===== src/logic/tovd_params.svh =====
// field positions, register offsets and reset values of the decoder
`ifndef TOVD_PARAMS_SVH
`define TOVD_PARAMS_SVH
`define TOVD_ENC       6'h35
`define TOVD_ENC_MSB   31
`define TOVD_ENC_LSB   26
`define TOVD_OP_MSB    25
`define TOVD_OP_LSB    16
`define TOVD_CLAMP     15
`define TOVD_HSEL_MSB  14
`define TOVD_HSEL_LSB  11
`define TOVD_ABS_MSB   10
`define TOVD_ABS_LSB   8
`define TOVD_SDST_MSB  14
`define TOVD_SDST_LSB  8
`define TOVD_DEST_MSB  7
`define TOVD_SRC_W     9
`define TOVD_OUTPUT_SCALE_MSB  28
`define TOVD_OUTPUT_SCALE_LSB  27
`define TOVD_NEG_MSB   31
`define TOVD_NEG_LSB   29
`define TOVD_CTRL_ADR  8'h00
`define TOVD_STAT_ADR  8'h04
`define TOVD_CTRL_RST  1'h1
`endif


===== src/logic/tovd_pkg.sv =====
// types shared by the three-operand vector decoder
package tovd_pkg;
   typedef enum logic [4:0] {
      k_scalar_gp_register, k_vcclo, k_vcchi, k_trap, k_null, k_misc0, k_execlo,
      k_exechi, k_int, k_flt, k_aper, k_perm8, k_perm8f, k_perm16,
      k_scc, k_lit, k_vector_gp_register, k_rsvd
   } tovd_kind_t;
   typedef enum logic [1:0] {
      sc_none = 2'h0, sc_x2 = 2'h1, sc_x4 = 2'h2, sc_half = 2'h3
   } tovd_scale_t;
   typedef enum logic [2:0] {
      cl_cmp, cl_cmpx, cl_one, cl_two, cl_nat, cl_sd, cl_none
   } tovd_cls_t;
   typedef enum logic [2:0] {
      st_first = 3'h1, st_second = 3'h2, st_trail = 3'h4
   } tovd_state_t;
   typedef struct packed {
      logic [8:0]  sel;
      tovd_kind_t  kind;
      logic [7:0]  index;
      logic [31:0] value;
   } tovd_src_t;
   typedef struct packed {
      logic [7:0]       dest;
      logic [6:0]       sdst;
      logic [2:0]       abs_mask;
      logic [3:0]       hsel;
      logic             clamp;
      logic [9:0]       opcode;
      tovd_scale_t      scale;
      logic [2:0]       neg_mask;
      tovd_cls_t        cls;
      logic [9:0]       cmp_base;
      logic [3:0]       cmp_offset;
      logic             scalar_dst;
      logic             lane_execution_mask_upd;
      logic             sd_variant;
      logic             illegal;
      logic             has_trail;
      logic [31:0]      trail;
      tovd_src_t [2:0]  src;
   } tovd_inst_t;
endpackage : tovd_pkg


===== src/logic/tovd_decode.sv =====
// three-operand vector instruction decoder with wishbone status port
//
// Summary of operation
// - two dwords: opcode first, sources second
// - destination vector index from bits 7:0
// - absolute mask bits 10:8, per source
// - half select bits 14:11, sources and destination
// - clamp bit 15 passed to execution
// - opcode from bits 25:16
// - accept only encoding 110101 in 31:26
// - first source selector from bits 40:32
// - codes 0-105 are scalar registers
// - condition, trap, null, misc, mask, scc codes
// - integer constants 0, 1..64, -1..-16
// - float constants at codes 240-248
// - codes 235-238 select aperture values
// - literal or permute codes fetch trailing dword
// - codes 209-232, 239, 254 are reserved
// - codes 256-511 are vector registers
// - second, third selectors, same code map
// - output scale: none, x2, x4, half
// - negate mask bits 63:61, per source
// - opcodes 0-255 compares, upper half updates mask
// - opcodes 384-491 single source operations
// - promoted two-source and native operation ranges
// - compare result goes to scalar destination
// - compare opcode is family base plus offset
// - listed opcodes use scalar-destination layout
//
// The register offsets and the Wishbone register port were chosen for this implementation.
`include "tovd_params.svh"
module tovd_decode (
   // clock and reset
   input  wire logic                clk_i,
   input  wire logic                rst_i,
   // instruction dword stream
   input  wire logic                dw_valid_i,
   input  wire logic [31:0]         dw_data_i,
   output logic                     dw_ready_o,
   // decoded instruction
   output logic                     inst_valid_o,
   output tovd_pkg::tovd_inst_t     inst_o,
   // wishbone slave
   input  wire logic                wb_cyc_i,
   input  wire logic                wb_stb_i,
   input  wire logic                wb_we_i,
   input  wire logic [7:0]          wb_adr_i,
   input  wire logic [3:0]          wb_sel_i,
   input  wire logic [31:0]         wb_dat_i,
   output logic [31:0]              wb_dat_o,
   output logic                     wb_ack_o
);
   import tovd_pkg::*;

   tovd_state_t  st;
   logic [31:0]  dw0;
   tovd_inst_t   next_inst;
   logic         next_need;
   tovd_src_t [2:0] src_dec;
   logic         take;
   logic         ctrl_en;
   logic         illegal_seen;
   logic         foreign_seen;
   logic [15:0]  inst_cnt;
   logic         wb_req;
   logic         wb_wr;
   logic         flush;
   logic         enc_ok;
   logic [9:0]   dw_op;
   logic [7:0]   dw_dest;

   assign take    = dw_valid_i & dw_ready_o;
   assign enc_ok  = dw_data_i[`TOVD_ENC_MSB:`TOVD_ENC_LSB] == `TOVD_ENC;
   assign dw_op   = dw_data_i[`TOVD_OP_MSB:`TOVD_OP_LSB];
   assign dw_dest = dw_data_i[`TOVD_DEST_MSB:0];
   assign wb_req  = wb_cyc_i & wb_stb_i;
   assign wb_wr   = wb_req & wb_we_i & wb_ack_o & wb_sel_i[0];
   assign flush   = wb_wr & (wb_adr_i == `TOVD_CTRL_ADR) & wb_dat_i[1];

   // one source selector through the common code map
   function automatic tovd_src_t dec_src(input logic [8:0] s);
      tovd_src_t r;
      r       = '0;
      r.sel   = s;
      r.kind  = k_rsvd;
      if (s[8]) begin
         r.kind  = k_vector_gp_register;
         r.index = s[7:0];
      end else if (s <= 9'h069) begin
         r.kind  = k_scalar_gp_register;
         r.index = s[7:0];
      end else if (s >= 9'h06c && s <= 9'h07b) begin
         r.kind  = k_trap;
         r.index = s[7:0] - 8'h6c;
      end else if (s >= 9'h080 && s <= 9'h0c0) begin
         r.kind  = k_int;
         r.value = 32'(s[7:0]) - 32'h80;
      end else if (s >= 9'h0c1 && s <= 9'h0d0) begin
         r.kind  = k_int;
         r.value = 32'hc0 - 32'(s[7:0]);
      end else if (s >= 9'h0eb && s <= 9'h0ee) begin
         r.kind  = k_aper;
         r.index = s[7:0] - 8'heb;
      end else begin
         // remaining special codes, including those that need the trailing dword
         // holes of the map stay reserved
         case (s[7:0])
            8'h6a: r.kind = k_vcclo;
            8'h6b: r.kind = k_vcchi;
            8'h7c: r.kind = k_null;
            8'h7d: r.kind = k_misc0;
            8'h7e: r.kind = k_execlo;
            8'h7f: r.kind = k_exechi;
            8'hfd: r.kind = k_scc;
            8'he9: r.kind = k_perm8;
            8'hea: r.kind = k_perm8f;
            8'hfa: r.kind = k_perm16;
            8'hff: r.kind = k_lit;
            8'hf0: begin r.kind = k_flt; r.value = 32'h3f000000; end
            8'hf1: begin r.kind = k_flt; r.value = 32'hbf000000; end
            8'hf2: begin r.kind = k_flt; r.value = 32'h3f800000; end
            8'hf3: begin r.kind = k_flt; r.value = 32'hbf800000; end
            8'hf4: begin r.kind = k_flt; r.value = 32'h40000000; end
            8'hf5: begin r.kind = k_flt; r.value = 32'hc0000000; end
            8'hf6: begin r.kind = k_flt; r.value = 32'h40800000; end
            8'hf7: begin r.kind = k_flt; r.value = 32'hc0800000; end
            8'hf8: begin r.kind = k_flt; r.value = 32'h3e22f983; end
            default: r.kind = k_rsvd;
         endcase
      end
      return r;
   endfunction

   // opcode group; cl_none marks an undefined opcode
   function automatic tovd_cls_t op_cls(input logic [9:0] op);
      tovd_cls_t c;
      c = cl_none;
      if (op < 10'h100) begin
         // compares, mask-updating copies in upper half
         if (op[6:0] inside {[7'h00:7'h2f], [7'h31:7'h36],
                             [7'h39:7'h3e], [7'h40:7'h5f],
                             [7'h7d:7'h7f]})
            c = op[7] ? cl_cmpx : cl_cmp;
      end else if (op inside {[10'h180:10'h188], [10'h18a:10'h19c],
                              [10'h1a0:10'h1a5], 10'h1a7, 10'h1aa,
                              10'h1ab, 10'h1ae, 10'h1af, 10'h1b1,
                              [10'h1b3:10'h1c0], [10'h1c2:10'h1c4],
                              10'h1c8, [10'h1d0:10'h1e4],
                              [10'h1e9:10'h1eb]}) begin
         c = cl_one;
      end else if (op inside {[10'h120:10'h122],
                              [10'h2fc:10'h302]}) begin
         c = cl_sd;
      end else if (op inside {10'h101, [10'h103:10'h10c],
                              [10'h10f:10'h114], [10'h118:10'h11e],
                              [10'h125:10'h127], 10'h12b, 10'h12f,
                              [10'h132:10'h136],
                              [10'h139:10'h13b]}) begin
         c = cl_two;
      end else if (op inside {[10'h209:10'h228], [10'h237:10'h23b],
                              10'h23d, 10'h240, 10'h241,
                              [10'h244:10'h251], [10'h253:10'h267],
                              [10'h303:10'h307], [10'h309:10'h30e],
                              [10'h311:10'h313], [10'h31c:10'h32f],
                              [10'h338:10'h33a], [10'h33c:10'h33e],
                              [10'h360:10'h364]}) begin
         c = cl_nat;
      end
      return c;
   endfunction

   // second and third share the map
   genvar g;
   generate
      for (g = 0; g < 3; g++) begin : g_src
         assign src_dec[g] = dec_src(
            dw_data_i[`TOVD_SRC_W*g +: `TOVD_SRC_W]);
      end
   endgenerate

   // first dword fields, second dword sources
   always_comb begin
      next_inst = '0;
      next_need = 1'b0;
      next_inst.dest     = dw0[`TOVD_DEST_MSB:0];
      next_inst.abs_mask = dw0[`TOVD_ABS_MSB:`TOVD_ABS_LSB];
      next_inst.hsel     = dw0[`TOVD_HSEL_MSB:`TOVD_HSEL_LSB];
      next_inst.clamp    = dw0[`TOVD_CLAMP];
      next_inst.opcode   = dw0[`TOVD_OP_MSB:`TOVD_OP_LSB];
      next_inst.scale    = tovd_scale_t'(
         dw_data_i[`TOVD_OUTPUT_SCALE_MSB:`TOVD_OUTPUT_SCALE_LSB]);
      next_inst.neg_mask = dw_data_i[`TOVD_NEG_MSB:`TOVD_NEG_LSB];
      next_inst.src      = src_dec;
      next_inst.cls      = op_cls(next_inst.opcode);
      // bits 14:8 become the scalar destination
      if (next_inst.cls == cl_sd) begin
         next_inst.sd_variant = 1'b1;
         next_inst.sdst       = dw0[`TOVD_SDST_MSB:`TOVD_SDST_LSB];
         next_inst.abs_mask   = 3'h0;
         next_inst.hsel       = 4'h0;
      end
      if (next_inst.cls == cl_cmp || next_inst.cls == cl_cmpx) begin
         // result lands in the scalar named by dest
         next_inst.scalar_dst = 1'b1;
         next_inst.lane_execution_mask_upd   = next_inst.cls == cl_cmpx;
         // split into family base and offset
         if (next_inst.opcode[6:0] < 7'h30) begin
            next_inst.cmp_offset = next_inst.opcode[3:0];
            next_inst.cmp_base   = {next_inst.opcode[9:4], 4'h0};
         end else if (next_inst.opcode[6:0] >= 7'h7d) begin
            next_inst.cmp_base   = next_inst.opcode;
         end else begin
            next_inst.cmp_offset = {1'b0, next_inst.opcode[2:0]};
            next_inst.cmp_base   = {next_inst.opcode[9:3], 3'h0};
         end
      end
      next_inst.illegal = next_inst.cls == cl_none;
      for (int i = 0; i < 3; i++) begin
         if (src_dec[i].kind == k_rsvd)
            next_inst.illegal = 1'b1;
         // one trailing dword serves all sources
         if (src_dec[i].kind inside {k_lit, k_perm8, k_perm8f, k_perm16})
            next_need = 1'b1;
      end
      next_inst.has_trail = next_need;
   end

   // sequencer of the dword stream
   always_ff @(posedge clk_i) begin
      if (rst_i || flush) begin
         st  <= st_first;
         dw0 <= 32'h0;
      end else if (take) begin
         case (st)
            st_first: begin
               if (enc_ok) begin
                  dw0 <= dw_data_i;
                  st  <= st_second;
               end
            end
            st_second: st <= next_need ? st_trail : st_first;
            st_trail:  st <= st_first;
            default:   st <= st_first;
         endcase
      end
   end

   // fields load with the second dword, valid waits for the last
   always_ff @(posedge clk_i) begin
      if (rst_i) begin
         inst_o       <= '0;
         inst_valid_o <= 1'b0;
      end else begin
         inst_valid_o <= 1'b0;
         if (take && st == st_second && !flush) begin
            inst_o       <= next_inst;
            inst_valid_o <= !next_need;
         end else if (take && st == st_trail && !flush) begin
            // trailing dword fills every literal source
            inst_o.trail <= dw_data_i;
            for (int i = 0; i < 3; i++)
               if (inst_o.src[i].kind == k_lit)
                  inst_o.src[i].value <= dw_data_i;
            inst_valid_o <= 1'b1;
         end
      end
   end

   // flow control follows the enable bit, one cycle late
   always_ff @(posedge clk_i) begin
      if (rst_i)
         dw_ready_o <= 1'b0;
      else
         dw_ready_o <= ctrl_en;
   end

   // control register
   always_ff @(posedge clk_i) begin
      if (rst_i)
         ctrl_en <= `TOVD_CTRL_RST;
      else if (wb_wr && wb_adr_i == `TOVD_CTRL_ADR)
         ctrl_en <= wb_dat_i[0];
   end

   // sticky status; a new event beats a same-cycle clear
   always_ff @(posedge clk_i) begin
      if (rst_i) begin
         illegal_seen <= 1'b0;
         foreign_seen <= 1'b0;
         inst_cnt     <= 16'h0;
      end else begin
         if (wb_wr && wb_adr_i == `TOVD_STAT_ADR) begin
            if (wb_dat_i[0])
               illegal_seen <= 1'b0;
            if (wb_dat_i[1])
               foreign_seen <= 1'b0;
         end
         if (inst_valid_o && inst_o.illegal)
            illegal_seen <= 1'b1;
         if (take && st == st_first && !enc_ok)
            foreign_seen <= 1'b1;
         if (inst_valid_o)
            inst_cnt <= inst_cnt + 16'h1;
      end
   end

   // bus answer one cycle after the request, dropped the next
   always_ff @(posedge clk_i) begin
      if (rst_i) begin
         wb_ack_o <= 1'b0;
         wb_dat_o <= 32'h0;
      end else begin
         wb_ack_o <= wb_req & ~wb_ack_o;
         wb_dat_o <= 32'h0;
         if (wb_req && !wb_ack_o && !wb_we_i) begin
            case (wb_adr_i)
               `TOVD_CTRL_ADR: wb_dat_o <= {31'h0, ctrl_en};
               `TOVD_STAT_ADR: wb_dat_o <= {inst_cnt, 14'h0,
                                            foreign_seen, illegal_seen};
               default:        wb_dat_o <= 32'h0;
            endcase
         end
      end
   end
endmodule // tovd_decode


===== config.mk =====
export PLATFORM = sky130hd
export DESIGN_NAME = tovd_decode
export DESIGN_NICKNAME = d
export VERILOG_FILES = /design/src/logic/tovd_pkg.sv /design/src/logic/tovd_decode.sv
export VERILOG_INCLUDE_DIRS = /design/src /design/src/logic
export SDC_FILE = /design/constraint.sdc
export NUM_CORES = 1
export LEC_CHECK = 0
export ABC_AREA = 1
export ABC_CLOCK_PERIOD_IN_PS = 4800
export BUFFER_PORTS_ARGS = -buffer_cell sky130_fd_sc_hd__buf_2
export CORE_MARGIN = 4
export CORE_UTILIZATION = 51
export DETAILED_ROUTE_END_ITERATION = 8
export PLACE_DENSITY = 0.84
export SYNTH_ARGS = -nofsm -noshare
export SYNTH_HDL_FRONTEND = slang
export SYNTH_SLANG_ARGS = --single-unit

===== constraint.sdc =====
create_clock -name clk_i -period 4.8 [get_ports clk_i]
set_clock_uncertainty 0.05 [all_clocks]
set_input_delay 0.48 -clock clk_i [delete_from_list [all_inputs] [get_ports clk_i]]
set_output_delay 0.48 -clock clk_i [all_outputs]
set_load 0.02 [all_outputs]

==> reports/results.txt <==
Status: finished, final reports clean
Post-route antenna net violation count: 0
Max capacitance violation total: 0
Met2 wire len: 28.27 mm
Final cell count without fillers: 2966
Post-Syn Instances: 2289
Startpoint Class: register
Via count: 17530
CP Max Fanout: 11
Setup crit start: dw0[17]
Drt first pass iters: 6
Final net count: 2658
H-tree Lvls: 2
WL met3: 5.261 mm
Largest area contributor in the netlist: dfxtp_1
Crit path time final: 3020 ps
PortBufs: 323
Placed cell count: 2907
Peak supply drop: 0.0002567 V
Register area share after synthesis: 40.08%
Critical path required time: 5140 ps
Antenna violations before repair: 1
R2R setup slack: 1780 ps
Crit. End Element: register
Slew headroom: 27.39%
Die X: 185.9 um
Top cell type's share of synthesized area: 40.08%
Mean post-synth cell area: 7.047 um^2
Clock-pin slew on the worst setup and hold paths: 60 ps
PwrDens: 311.6 nW/um^2
Number of diodes: 0
First-pass GRT wire length: 91.72 mm
Sink Count: 323
Initial Utilization: 52.19%
Syn-to-layout area delta: 16.92%
IO Count: 371
R2R Path End: inst_o[199]
Worst setup path class: reg2reg
Post-CTS Setup Inserts: 0
Fin crit share: 62.92%
Netlist Area Pre-Place: 16130 um^2
Final hold violation count: 0
CTS tree: yes
Worst EP arrival: 3360 ps
Top FF cell, synth: dfxtp_1
Fill cell count: 2919
Grt total ovfl: 0
DR top layer: met4
Synth warnings: 0
DP HPWL: 44.32 mm
Vias in the first global route: 16530
Met1 Routed Length: 23.83 mm
RSZ-0062 raised after global routing: false
Overall routed net length: 59.99 mm
Worst-Skew Late Latency: 520 ps
Wirelength per Cell: 20.23 um
Clock tree buffer depth: 3
Clock buffer count from CTS: 36
Hold_buf cts: 0
Fraction of registers with async set/reset: 0%
FF-to-FF Start: dw0[17]
Fraction of layout cells with a size suffix above 1: 18.44%
EDFF count, synth: 0
Core box area: 30910 um^2
TNS Setup: 0 ps
Commonest non-fill, non-tap cell in the layout: nand2_1
Final Wtd Congestion: 0.9726
Die area: 34540 um^2
Starting DRT DRC Count: 1514
Synthesis-stage register bit count: 323
Synth cell types: 54
Slew @ Worst Pin: 1087 ps
Final setup vio count: 0
Slew Viols, Final: 0
Hold WS: 177.7 ps
Termination of the worst setup path: inst_o[199]
HP Class: in2reg
Fmax: 0.3311 GHz
Most frequent cells in the layout: 488 x nand2_1, 323 x dfxtp_1, 323 x buf_2
Num rows: 64
Post-CTS sizing: 0
Leakage: 9.260 nW
Largest cells by area after synthesis: dfxtp_1 40%, nand2_1 11%, o21ai_0 7.1%, nand3_1 5.4%, inv_1 4.9%
GRT Resource Usage Total: 33.18%
Detailed-route DRC error count: 0
Hold_sp: wb_dat_i[0]
R2R depth: 13
Root Driver: clkbuf_16
Die Height: 185.9 um
Largest net degree at the start of global routing: 73
Vias/cell: 5.910
[critical path, cell delays in order, from the launching register on]
cell     delay, ps
dfxtp_1        680
inv_1          310
nand2_1        460
inv_1          180
nand4_1        130
a21oi_1         70
nor2_1         120
nand2_1         60
nor2_1         270
nand2_1         90
nor2_1         180
nor2_4          70
inv_2          130
o21ai_1         80
[final cells by class]
cell class,instances,area (um^2),area share (%)
Clock buffer,49,1021,5.413
Clock inverter,10,142.6,0.7562
Inverter,238,893.4,4.736
Multi-Input combinational cell,1613,8122,43.06
Sequential cell,323,6466,34.28
Tap cell,396,495.5,2.627
Timing Repair Buffer,337,1722,9.128
[logic make-up after synthesis]
family,share of synthesized area [%]
AND/OR/NAND/NOR,28.26
AO/OA/AOI/OAI,18.56
buffers and inverters,9.943
flip-flops,40.08
adder cells (fa/ha/maj),2.094
XOR/XNOR,1.032
other,0.02325
[sequential cells by signal, indices dropped and copies added (netlist names)]
register	count
wb_dat_o	18
illegal_seen	1
st	3
inst_valid_o	1
ctrl_en	1
inst_o	254
dw_ready_o	1
wb_ack_o	1
inst_cnt	16
foreign_seen	1
dw0	26
[stage by stage]
step	utilization [%]	setup slack (ps)	area, um^2	total power [mW]
global route	61.02	1600	18860	6.035
finish	61.02	1780	18860	5.876
global placement	57.26	1435	17700	3.176
detailed placement	57.26	1306	17700	3.177
floorplan	-	2680	16180	3.037
CTS	61.02	1776	18860	5.887
[worst min-delay path by stage]
stage / end / slack [ps] / depth (start not counted)
final: ctrl_en / 180 / 3
after floorplan: dw_ready_o / 370 / 2
after CTS: ctrl_en / 170 / 3
after global placement: inst_o[227] / 370 / 2
after global routing: ctrl_en / 190 / 3
after detailed placement: inst_o[196] / 380 / 2
[cell usage after synthesis (all sizes together) (27+ instances only)]
master and instances:
nor3 53, buf 80, nand3 180, nand4 27
or2 30, a31oi 53, inv 235, nor2 202
ha 27, a21oi 146, nand2 507, o21ai 254
dfxtp 323, clkbuf 48
[where the power goes]
part / internal (mW) / total, mW / switching, mW
clock: 1.65 / 2.74 / 1.09
sequential: 2.68 / 2.68 / 0.00210
combinational: 0.103 / 0.449 / 0.346
[per-layer routing]
| layer | GRT usage [%] | up-vias |
|---|---|---|
| met5 | 0 | - |
| met4 | 14.46 | 0 |
| met3 | 5.648 | 183 |
| met2 | 54.81 | 917 |
| met1 | 42.83 | 8294 |
| li1 | - | 8134 |
Power figures use the tool's default switching activity.
